==> src/hw/pmc_map.svh <==
// Register offsets, field positions and constants of the power controller
`ifndef PMC_MAP_SVH
`define PMC_MAP_SVH
`define OFS_POWER_CTRL 8'h00
`define OFS_OSC_CTRL 8'h04
`define OFS_STATUS 8'h08
`define PWR_IDLE_BIT 0
`define PWR_STOP_BIT 1
`define PWR_FLAGS_LSB 2
`define OSC_COMP_WAKE_BIT 0
`define OSC_SUSPEND_BIT 5
`define STAT_MODE_LSB 0
`define STAT_MODE_MSB 2
`define STAT_CAUSE_LSB 4
`define STAT_CAUSE_MSB 5
`define RESET_VECTOR 16'h0000
`define RESP_OKAY 2'h0
`define RESP_SLVERR 2'h2
`define SYNC_RST_VAL 3'h1
`endif

==> src/hw/pmc_pkg.sv <==
// Types shared by the power mode controller
package pmc_pkg;
  typedef enum logic [2:0] {
    MODE_RUN, MODE_PEND, MODE_IDLE, MODE_STOP, MODE_SUSP
  } mode_t;
  typedef enum logic [1:0] {
    WAKE_NONE, WAKE_IRQ, WAKE_EVENT, WAKE_RESET
  } cause_t;
  typedef enum logic [1:0] {IDX_PWR, IDX_OSC, IDX_STAT, IDX_NONE} reg_idx_t;
  typedef struct packed {
    logic cpu_clk_en;
    logic periph_clk_en;
    logic irq_logic_en;
    logic timer_en;
    logic osc_en;
    logic clk_loss_en;
  } pwr_ctl_t;
  typedef struct packed {
    mode_t mode;
    cause_t cause;
    logic sel_idle;
    logic sel_stop;
    logic sel_susp;
    logic [5:0] flags;
    logic comp_wake_en;
    logic aw_got;
    logic w_got;
    logic [7:0] waddr;
    logic [7:0] wdata;
    logic wbyte;
    logic awready;
    logic wready;
    logic bvalid;
    logic [1:0] bresp;
    logic arready;
    logic rvalid;
    logic [1:0] rresp;
    logic [7:0] rdata;
    reg_idx_t rd_idx;
    pwr_ctl_t ctl;
    logic wake_irq;
    logic resume;
    logic reset_req;
    logic [15:0] fetch_addr;
  } st_t;
endpackage

==> src/hw/power_mode_controller.sv <==
// Power mode controller: idle, stop and suspend sequencing, AXI4-Lite regs
`timescale 1ns/1ps
`include "pmc_map.svh"
module power_mode_controller #(
  parameter int ADDR_W = 8
) (
  input wire logic clock_in,
  input wire logic sys_rst_in,
  input wire logic [ADDR_W-1:0] awaddr_in,
  input wire logic awvalid_in,
  output logic awready_out,
  input wire logic [31:0] wdata_in,
  input wire logic [3:0] wstrb_in,
  input wire logic wvalid_in,
  output logic wready_out,
  output logic [1:0] bresp_out,
  output logic bvalid_out,
  input wire logic bready_in,
  input wire logic [ADDR_W-1:0] araddr_in,
  input wire logic arvalid_in,
  output logic arready_out,
  output logic [31:0] rdata_out,
  output logic [1:0] rresp_out,
  output logic rvalid_out,
  input wire logic rready_in,
  input wire logic insn_done_in,
  input wire logic irq_pending_in,
  input wire logic wdt_timeout_in,
  input wire logic clk_loss_in,
  input wire logic ext_rst_n_in,
  input wire logic port_match_in,
  input wire logic comp_low_in,
  output pmc_pkg::pwr_ctl_t ctl_out,
  output logic wake_irq_out,
  output logic resume_out,
  output logic reset_req_out,
  output logic [15:0] fetch_addr_out
);
  pmc_pkg::st_t s_r;
  pmc_pkg::st_t s_nxt;
  logic [2:0] pins_s;
  logic ext_rst_n_s;
  logic port_match_s;
  logic comp_low_s;
  logic rst_evt;
  logic susp_evt;
  pmc_pkg::reg_idx_t rd_sel;
  logic [7:0] rd_val;

  function automatic pmc_pkg::reg_idx_t dec(input logic [7:0] a);
    unique case (a)
      `OFS_POWER_CTRL: dec = pmc_pkg::IDX_PWR;
      `OFS_OSC_CTRL: dec = pmc_pkg::IDX_OSC;
      `OFS_STATUS: dec = pmc_pkg::IDX_STAT;
      default: dec = pmc_pkg::IDX_NONE;
    endcase
  endfunction

  pmc_sync #(
    .W(3),
    .RST_VAL(`SYNC_RST_VAL)
  ) u_sync (
    .clock_in(clock_in),
    .sys_rst_in(sys_rst_in),
    .async_in({comp_low_in, port_match_in, ext_rst_n_in}),
    .sync_out(pins_s)
  );
  assign ext_rst_n_s = pins_s[0];
  assign port_match_s = pins_s[1];
  assign comp_low_s = pins_s[2];

  // Watchdog only counts while timers are clocked, so not in stop/suspend
  assign rst_evt = !ext_rst_n_s || clk_loss_in ||
                   (wdt_timeout_in && s_r.ctl.timer_en);
  assign susp_evt = port_match_s ||
                    (comp_low_s && s_r.comp_wake_en);

  always_comb begin
    rd_sel = dec(8'(araddr_in));
    rd_val = 8'h00;
    unique case (rd_sel)
      pmc_pkg::IDX_PWR: rd_val = {s_r.flags, 2'h0};
      pmc_pkg::IDX_OSC: rd_val[`OSC_COMP_WAKE_BIT] = s_r.comp_wake_en;
      pmc_pkg::IDX_STAT: begin
        rd_val[`STAT_MODE_MSB:`STAT_MODE_LSB] = s_r.mode;
        rd_val[`STAT_CAUSE_MSB:`STAT_CAUSE_LSB] = s_r.cause;
      end
      pmc_pkg::IDX_NONE: rd_val = 8'h00;
    endcase
  end

  always_comb begin
    s_nxt = s_r;
    s_nxt.wake_irq = 1'b0;
    s_nxt.resume = 1'b0;
    s_nxt.reset_req = 1'b0;
    // Read channel
    if (s_r.rvalid && rready_in) begin
      s_nxt.rvalid = 1'b0;
    end
    if (arvalid_in && s_r.arready) begin
      s_nxt.rvalid = 1'b1;
      s_nxt.rd_idx = rd_sel;
      s_nxt.rdata = rd_val;
      s_nxt.rresp = (rd_sel == pmc_pkg::IDX_NONE) ? `RESP_SLVERR
                                                  : `RESP_OKAY;
    end
    // Write channel: address and data in either order
    if (s_r.bvalid && bready_in) begin
      s_nxt.bvalid = 1'b0;
    end
    if (awvalid_in && s_r.awready) begin
      s_nxt.aw_got = 1'b1;
      s_nxt.waddr = 8'(awaddr_in);
    end
    if (wvalid_in && s_r.wready) begin
      s_nxt.w_got = 1'b1;
      s_nxt.wdata = wdata_in[7:0];
      s_nxt.wbyte = wstrb_in[0];
    end
    if (s_r.aw_got && s_r.w_got && !s_r.bvalid) begin
      s_nxt.aw_got = 1'b0;
      s_nxt.w_got = 1'b0;
      s_nxt.bvalid = 1'b1;
      s_nxt.bresp = `RESP_OKAY;
      unique case (dec(s_r.waddr))
        pmc_pkg::IDX_PWR: begin
          if (s_r.wbyte) begin
            s_nxt.flags = s_r.wdata[7:`PWR_FLAGS_LSB];
            s_nxt.sel_idle = s_r.sel_idle ||
                             s_r.wdata[`PWR_IDLE_BIT];
            s_nxt.sel_stop = s_r.sel_stop ||
                             s_r.wdata[`PWR_STOP_BIT];
          end
        end
        pmc_pkg::IDX_OSC: begin
          if (s_r.wbyte) begin
            s_nxt.comp_wake_en = s_r.wdata[`OSC_COMP_WAKE_BIT];
            s_nxt.sel_susp = s_r.sel_susp ||
                             s_r.wdata[`OSC_SUSPEND_BIT];
          end
        end
        pmc_pkg::IDX_STAT: s_nxt.bresp = `RESP_OKAY;
        pmc_pkg::IDX_NONE: s_nxt.bresp = `RESP_SLVERR;
      endcase
    end
    // Mode sequencing; register contents are never touched by sleep
    unique case (s_r.mode)
      pmc_pkg::MODE_RUN: begin
        if (s_nxt.sel_idle || s_nxt.sel_stop || s_nxt.sel_susp) begin
          s_nxt.mode = pmc_pkg::MODE_PEND;
        end
      end
      pmc_pkg::MODE_PEND: begin
        // Wait for the writing instruction to retire
        if (insn_done_in) begin
          if (s_nxt.sel_stop) begin
            s_nxt.mode = pmc_pkg::MODE_STOP;
          end else if (s_nxt.sel_susp) begin
            s_nxt.mode = pmc_pkg::MODE_SUSP;
          end else begin
            s_nxt.mode = pmc_pkg::MODE_IDLE;
          end
        end
      end
      pmc_pkg::MODE_IDLE: begin
        if (irq_pending_in) begin
          s_nxt.mode = pmc_pkg::MODE_RUN;
          s_nxt.sel_idle = 1'b0;
          s_nxt.wake_irq = 1'b1;
          s_nxt.resume = 1'b1;
          s_nxt.cause = pmc_pkg::WAKE_IRQ;
        end
      end
      pmc_pkg::MODE_STOP: s_nxt.mode = pmc_pkg::MODE_STOP;
      pmc_pkg::MODE_SUSP: begin
        if (susp_evt) begin
          s_nxt.mode = pmc_pkg::MODE_RUN;
          s_nxt.sel_susp = 1'b0;
          s_nxt.sel_idle = 1'b0;
          s_nxt.resume = 1'b1;
          s_nxt.wake_irq = irq_pending_in;
          s_nxt.cause = pmc_pkg::WAKE_EVENT;
        end
      end
    endcase
    // Internal or external reset wins over any wake or entry
    if (rst_evt) begin
      s_nxt.mode = pmc_pkg::MODE_RUN;
      s_nxt.sel_idle = 1'b0;
      s_nxt.sel_stop = 1'b0;
      s_nxt.sel_susp = 1'b0;
      s_nxt.wake_irq = 1'b0;
      s_nxt.resume = 1'b0;
      s_nxt.reset_req = 1'b1;
      s_nxt.fetch_addr = `RESET_VECTOR;
      s_nxt.cause = pmc_pkg::WAKE_RESET;
    end
    // Clock and domain enables follow the next mode
    s_nxt.ctl.cpu_clk_en = (s_nxt.mode == pmc_pkg::MODE_RUN) ||
                           (s_nxt.mode == pmc_pkg::MODE_PEND);
    s_nxt.ctl.periph_clk_en = (s_nxt.mode != pmc_pkg::MODE_STOP) &&
                              (s_nxt.mode != pmc_pkg::MODE_SUSP);
    s_nxt.ctl.irq_logic_en = (s_nxt.mode != pmc_pkg::MODE_STOP);
    s_nxt.ctl.timer_en = s_nxt.ctl.periph_clk_en;
    s_nxt.ctl.osc_en = s_nxt.ctl.periph_clk_en;
    s_nxt.ctl.clk_loss_en = 1'b1;
    s_nxt.awready = !s_nxt.aw_got && !s_nxt.bvalid;
    s_nxt.wready = !s_nxt.w_got && !s_nxt.bvalid;
    s_nxt.arready = !s_nxt.rvalid;
  end

  // Reset clears state and leaves outputs low until the first edge after release
  always_ff @(posedge clock_in or posedge sys_rst_in) begin
    if (sys_rst_in) begin
      s_r <= '0;
    end else begin
      s_r <= s_nxt;
    end
  end

  assign awready_out = s_r.awready;
  assign wready_out = s_r.wready;
  assign bvalid_out = s_r.bvalid;
  assign bresp_out = s_r.bresp;
  assign arready_out = s_r.arready;
  assign rvalid_out = s_r.rvalid;
  assign rresp_out = s_r.rresp;
  assign rdata_out = {24'h000000, s_r.rdata};
  assign ctl_out = s_r.ctl;
  assign wake_irq_out = s_r.wake_irq;
  assign resume_out = s_r.resume;
  assign reset_req_out = s_r.reset_req;
  assign fetch_addr_out = s_r.fetch_addr;

  AST_IDLE_ENTRY: assert property (
    @(posedge clock_in) disable iff (sys_rst_in)
    (s_r.mode == pmc_pkg::MODE_PEND && insn_done_in && !rst_evt &&
     !s_r.sel_stop && !s_r.sel_susp) |=> (s_r.mode == pmc_pkg::MODE_IDLE))
    else $error("idle not entered after instruction done");
  AST_PEND_WAIT: assert property (
    @(posedge clock_in) disable iff (sys_rst_in)
    (s_r.mode == pmc_pkg::MODE_PEND && !insn_done_in && !rst_evt)
    |=> (s_r.mode == pmc_pkg::MODE_PEND) && s_r.ctl.cpu_clk_en)
    else $error("sleep entered before instruction done");
  AST_IDLE_HOLD: assert property (
    @(posedge clock_in) disable iff (sys_rst_in)
    (s_r.mode == pmc_pkg::MODE_IDLE && !irq_pending_in && !rst_evt)
    |=> (s_r.mode == pmc_pkg::MODE_IDLE))
    else $error("idle left without interrupt or reset");
  AST_IDLE_WAKE: assert property (
    @(posedge clock_in) disable iff (sys_rst_in)
    (s_r.mode == pmc_pkg::MODE_IDLE && irq_pending_in && !rst_evt)
    |=> (s_r.mode == pmc_pkg::MODE_RUN) && !s_r.sel_idle &&
        s_r.wake_irq && s_r.ctl.cpu_clk_en ##1 !s_r.wake_irq)
    else $error("interrupt wake from idle wrong");
  AST_RESUME_PAIR: assert property (
    @(posedge clock_in) disable iff (sys_rst_in)
    $rose(s_r.resume) |-> $past(s_r.mode) != pmc_pkg::MODE_RUN &&
                          !s_r.reset_req)
    else $error("resume without prior sleep");
  AST_RESET_WAKE: assert property (
    @(posedge clock_in) disable iff (sys_rst_in)
    (rst_evt && s_r.mode != pmc_pkg::MODE_RUN) |=>
    s_r.reset_req && s_r.fetch_addr == `RESET_VECTOR &&
    s_r.mode == pmc_pkg::MODE_RUN && !s_r.resume)
    else $error("reset did not end sleep at vector");
  AST_WDT_IDLE: assert property (
    @(posedge clock_in) disable iff (sys_rst_in)
    (s_r.mode == pmc_pkg::MODE_IDLE && wdt_timeout_in) |=> s_r.reset_req)
    else $error("watchdog timeout ignored in idle");
  AST_STOP_CTL: assert property (
    @(posedge clock_in) disable iff (sys_rst_in)
    (s_r.mode == pmc_pkg::MODE_STOP) |-> !s_r.ctl.osc_en &&
    !s_r.ctl.timer_en && !s_r.ctl.irq_logic_en && s_r.ctl.clk_loss_en &&
    !s_r.ctl.cpu_clk_en)
    else $error("stop enables wrong");
  AST_SUSP_WAKE: assert property (
    @(posedge clock_in) disable iff (sys_rst_in)
    (s_r.mode == pmc_pkg::MODE_SUSP && susp_evt && !rst_evt) |=>
    s_r.mode == pmc_pkg::MODE_RUN && s_r.resume && s_r.ctl.osc_en)
    else $error("suspend wake missed");
  AST_STOP_HOLD: assert property (
    @(posedge clock_in) disable iff (sys_rst_in)
    (s_r.mode == pmc_pkg::MODE_STOP && !rst_evt)
    [*2] |=> s_r.mode == pmc_pkg::MODE_STOP)
    else $error("stop left without reset");
  AST_SEL_READ_ZERO: assert property (
    @(posedge clock_in) disable iff (sys_rst_in)
    (s_r.rvalid && s_r.rd_idx == pmc_pkg::IDX_PWR) |->
    s_r.rdata[`PWR_STOP_BIT:`PWR_IDLE_BIT] == 2'h0)
    else $error("select bits read nonzero");
  AST_IDLE_GATE: assert property (
    @(posedge clock_in) disable iff (sys_rst_in)
    (s_r.mode == pmc_pkg::MODE_IDLE) |-> !s_r.ctl.cpu_clk_en &&
    s_r.ctl.periph_clk_en && s_r.ctl.irq_logic_en && s_r.ctl.timer_en)
    else $error("idle clock gating wrong");
endmodule

==> src/hw/pmc_sync.sv <==
// Two-flop synchroniser for asynchronous pin inputs
`timescale 1ns/1ps
module pmc_sync #(
  parameter int W = 3,
  parameter logic [W-1:0] RST_VAL = '0
) (
  input wire logic clock_in,
  input wire logic sys_rst_in,
  input wire logic [W-1:0] async_in,
  output logic [W-1:0] sync_out
);
  logic [W-1:0] meta_r;

  always_ff @(posedge clock_in or posedge sys_rst_in) begin
    if (sys_rst_in) begin
      meta_r <= RST_VAL;
      sync_out <= RST_VAL;
    end else begin
      meta_r <= async_in;
      sync_out <= meta_r;
    end
  end
endmodule

==> config.mk <==
export PLATFORM = sky130hd
export DESIGN_NAME = power_mode_controller
export DESIGN_NICKNAME = d
export VERILOG_FILES = /design/src/hw/pmc_pkg.sv /design/src/hw/power_mode_controller.sv /design/src/hw/pmc_sync.sv
export VERILOG_INCLUDE_DIRS = /design/src /design/src/hw
export SDC_FILE = /design/constraint.sdc
export NUM_CORES = 1
export LEC_CHECK = 0
export BUFFER_PORTS_ARGS = -buffer_cell sky130_fd_sc_hd__buf_2
export CAP_MARGIN = 20
export CORE_MARGIN = 5
export CORE_UTILIZATION = 47
export DETAILED_ROUTE_END_ITERATION = 16
export PLACE_DENSITY = 0.78
export SLEW_MARGIN = 20
export SYNTH_ARGS = -nofsm -noshare
export SYNTH_HDL_FRONTEND = slang
export SYNTH_SLANG_ARGS = --single-unit
==> constraint.sdc <==
create_clock -name clock_in -period 2.5 [get_ports clock_in]
set_input_delay 0.5 -clock clock_in [delete_from_list [all_inputs] [get_ports clock_in]]
set_output_delay 0.5 -clock clock_in [all_outputs]
set_load 0.005 [all_outputs]
# Word level (Yosys, flattened, before mapping)
# Index checks and enable logic that the tools add are counted.
[word_totals] reg_bits=66 latch_bits=0 ram_bits=0 mem_bits_ro=0 out_inout_bits=66 word_cells=126 mem_count=0
[classes] add_sub_neg=0 mul=0 div_mod_pow=0 order_cmp=0 eq_ne=18 n_shift=0 mux=40 bitwise_logic=0 n_reduce_logical=38
[op_table] op="$mux 6" count=4
[op_table] op="$mux 19" count=1
[op_table] op="$eq 8x3->1 const B" count=2
[op_table] op="$eq 8x4->1 const B" count=2
[op_table] op="$logic_not 8->1" count=2
[op_table] op="$mux 2" count=8
[op_table] op="$mux 3" count=5
[op_table] op="$pmux 3 s5" count=1
[op_table] op="$mux 13" count=1
[op_table] op="$logic_and 1x1->1" count=12
[op_table] op="$mux 12" count=1
[op_table] op="$pmux 2 s2" count=3
[op_table] op="$pmux 2 s3" count=2
[op_table] op="$mux 1" count=11
[op_table] op="$logic_or 1x1->1" count=9
[op_table] op="$ne 3x3->1 const B" count=3
[op_table] op="$reduce_and 3->1" count=3
[op_table] op="$mux 8" count=1
[op_table] op="$eq 2x2->1 const B" count=3
[op_table] op="$eq 3x1->1 const B" count=2
[op_table] op="$eq 3x2->1 const B" count=2
[op_table] op="$logic_not 1->1" count=6
[op_table] op="$logic_not 3->1" count=2
[op_table] op="$pmux 3 s2" count=1
[op_table] op="other kinds (7)" count=9

# Logic depth before layout (Yosys ltp)
[logic_depth] word_depth=13 ltp_mapped=7

# By module
# From an unflattened synthesis, not the netlist that was laid out.
[hier_totals] hier_cells=260 area_unflattened_um2=2967.8
[by_module_without_submodules] mod="power_mode_controller" instances=1 cells_per_inst=253 area_each_um2=2811.4 seq_area_each_um2=1401.3
[by_module_without_submodules] mod="pmc_sync" instances=1 cells_per_inst=7 area_each_um2=156.4 seq_area_each_um2=152.6

# Worst setup path before layout
# OpenSTA, ideal clock, no wires.
[synth_timing] path_kind="register to register" start="register s_r, in the netlist bvalid_out" end="register s_r, in the netlist ctl_out[1]" setup_ps=131 t_arrival_ps=1673 required_time_ps=2369 setup_slack_ps=696 stages_incl_launch_ff=8 n_path_buf=1 synth_period_minus_slack_ps=1804 path_cell_list="dfrtp_1 > and3b_1 > buf_2 > and4_4 > a31oi_4 > a311oi_1 > and2_1 > mux2i_1"
[synth_lines] element="start: declaration" line="power_mode_controller.sv:39" source="pmc_pkg::st_t s_r;"
[synth_lines] element="start signal: assignment" line="power_mode_controller.sv:218" source="s_r <= s_nxt;"

==> impl_metrics.csv <==
group,metric,value,unit
critical_path,timing.rr.start,"bvalid_out",
cts,cts-root-buf,"clkbuf_8",
synth,ys_warn_count,0,
final_layout,ff_latch_area,1554,um^2
grt,grt-ovfl-total,0,
die,start_util,47.53,%
die,core,6241,um^2
cts,clockBufferDepth,2,
grt,antenna_found_initial,0,
sta,rsz0062_at_grt,"no",
synth,yosys-top-cells-area,"dfrtp_1 (51%), buf_4 (15%), mux2_2 (8.7%)",
synth,synth_edf_count,0,
synth,ys_seq_area_share,52.38,%
cts,clk_latency,330,ps
die,rows,29,
sta,hold_ws,270.3,ps
cts,clk_pin_slew,70,ps
route,postRouteAntennaNets,0,
route,drt-initial-drc-count,102,
die,die_area,8000,um^2
placement,gp_congestion,0.8248,
sta,relSlewSlack,50.08,%
run,cap_viol_max_count,0,
synth,ys.flop_type,"dfrtp_1",
grt,grt_usage,13.51,%
critical_path,setup.worst_path.class,"register to register",
critical_path,cp_max_fo,8,
critical_path,r2r_cells,6,
synth,postSynthAreaPerCell,11.32,um^2
die,die_w,89.45,um
grt,grt_pass1_vias,1816,
final_layout,fill_cells,546,
power_and_ir_drop,leakage,1.600,nW
power_and_ir_drop,power_frac_clock,34.9,%
power_and_ir_drop,intPower,0.002091,W
synth,netlist.top_cell.by_area,"dfrtp_1",
sta,finalHoldViolations,0,
route,wirelength,5.037,mm
critical_path,start_kind,"register",
route,dr.pass1.iters,4,
final_layout,final_cells,394,
synth,async_reset_ff_share,100.0,%
cts,clock_sinks,62,
final_layout,multi_input_area,1077,um^2
final_layout,drive_above_1_share,36.59,%
placement,hpwl,3.799,mm
sta,slew_violations,0,
power_and_ir_drop,p_comb_share,16.9,%
power_and_ir_drop,ir_drop,0.5287,mV
critical_path,arrival,2190,ps
synth,synthCells,262,
status,status,"complete, no violations",
power_and_ir_drop,pwr-share-seq,48.2,%
critical_path,critPathRequiredTime,2700,ps
cts,post_cts_resized,0,
power_and_ir_drop,power.density,860.4,nW/um^2
power_and_ir_drop,p_sw,0.0007518,W
cts,cts_tree,"yes",
critical_path,timing.rr.end,"ctl_out[1]",
synth,ys_ff_latch,62,
route,vias,1850,
route,vias_per_cell,4.695,
cts,cts_hold_buf,0,
synth,synth.top_cell.area_share,50.61,%
min_path,min-delay-path-class,"input pin to register",
min_path,min_from,"ext_rst_n_in",
sta,setup_viol,0,
sta,timing.setup.tns,0,ps
placement,port_buffers,62,
route,route.detailed.drc,0,
synth,synthesis.area,2967,um^2
cts,postCtsSetupBuffers,0,
min_path,hold_path_depth,1,
power_and_ir_drop,p_sw_share,26.44,%
die,die_h,89.45,um
placement,place_inst,378,
sta,tightest_slew,748.7,ps
cts,cts_buffers,9,
final_layout,diodes,0,
sta,max_freq,0.5026,GHz
sta,skew,8.658,ps
synth,ys_types,45,
die,io_pins,132,
final_layout,syn_to_final_growth,11.39,%
min_path,hold-path-endpoint,"u_sync.meta_r[0]",
final_layout,nets,378,
grt,grt_pass1_wl,8.121,mm
critical_path,r2r_setup_slack,510,ps
grt,grt_max_degree,63,
route,wl_per_cell,12.78,um
sta,postLayoutSetupSlackWorst,510.3,ps
sta,fin_crit_sh,79.59,%
cts,htreeDepth,3,
placement,pre_cts_ws,535.3,ps
sta,period_minus_slack,1990,ps
critical_path,worst_setup_path_end_kind,"register",
synthesized netlist by cell type (3+ instances only):
cell type / instances
mux2i_1: 4
a31oi_1: 3
clkbuf_1: 4
mux2_2: 23
nor2b_1: 4
nor2_1: 13
nand2b_1: 3
inv_1: 5
buf_2: 4
buf_4: 58
a21oi_1: 6
o21ai_0: 10
nor3_1: 5
nand2_1: 19
a22o_1: 3
dfrtp_1: 60
through the flow:
step / total power, W / utilization [%] / instance area (um^2)
after floorplan: 0.001782 / - / 3120
after detailed placement: 0.001875 / 49.22 / 3072
after global routing: 0.003016 / 52.95 / 3304
final: 0.002843 / 52.95 / 3304
after CTS: 0.002885 / 52.95 / 3304
after global placement: 0.001840 / 49.22 / 3072
layout make-up:
class	count	share of cell area [%]
clock buffers	11	4.582
clock inverters	5	2.461
inverters	5	0.5680
multi-input cells	170	32.60
flip-flops and latches	62	47.03
well taps	77	2.916
repair buffers	64	9.845
worst max-delay path by stage:
| stage | start | endpoint | slack, ps |
|---|---|---|---|
| 2_1_floorplan | sys_rst_in | arready_out | 460 |
| 3_3_place_gp | bvalid_out | ctl_out[1] | 530 |
| 3_5_place_dp | s_r[53] | ctl_out[1] | 540 |
| 4_1_cts | bvalid_out | ctl_out[1] | 530 |
| 5_1_grt | bvalid_out | ctl_out[1] | 290 |
| 6_report | bvalid_out | ctl_out[1] | 510 |
registers in the layout, summed over array words and instances (netlist names):
name,count
rresp_out,1
resume_out,1
rdata_out,8
u_sync.sync_out,3
bvalid_out,1
s_r,34
arready_out,1
rvalid_out,1
wake_irq_out,1
u_sync.meta_r,3
awready_out,1
reset_req_out,1
wready_out,1
ctl_out,4
bresp_out,1
worst max-delay path: stages (launching register included):
cell	delay, ps
dfrtp_1	390
and3b_1	370
nand4_1	290
o21bai_1	330
a311oi_2	180
nor3_1	210
mux2i_1	100
cells in the final DEF, fill, tap and decap left out, types with 5 or more instances in the layout:
cell / instances
conb_1: 43
nand2_1: 19
clkbuf_8: 11
buf_2: 62
nor2_1: 13
o21ai_0: 10
mux2_2: 23
a21oi_1: 6
nor3_1: 5
dfrtp_1: 60
power groups by stage:
stage	clock network, W	registers [W]	logic [W]
floorplan	0	0.00134	0.000441
global placement	0	0.00138	0.000463
detailed placement	0	0.00139	0.000485
CTS	0.00103	0.00137	0.000488
global route	0.00107	0.00140	0.000542
finish	0.000993	0.00137	0.000480
cells by family after synthesis:
family	synth area share, %
AOI/OAI and AO/OA	8.604
xor gates and xnor gates	0.2953
buffers and inverters	16.49
muxes	10.08
DFF	52.38
and+or+nand+nor	11.89
other	0.2532
routing by layer:
metal	up-vias	routed length [um]	track usage, %
met5	-	0	0
li1	896	-	-
met2	89	2389	20.90
met4	0	63	8.254
met3	5	592	4.793
met1	860	1992	16.11
No activity file was read; power rests on OpenSTA's default activity.
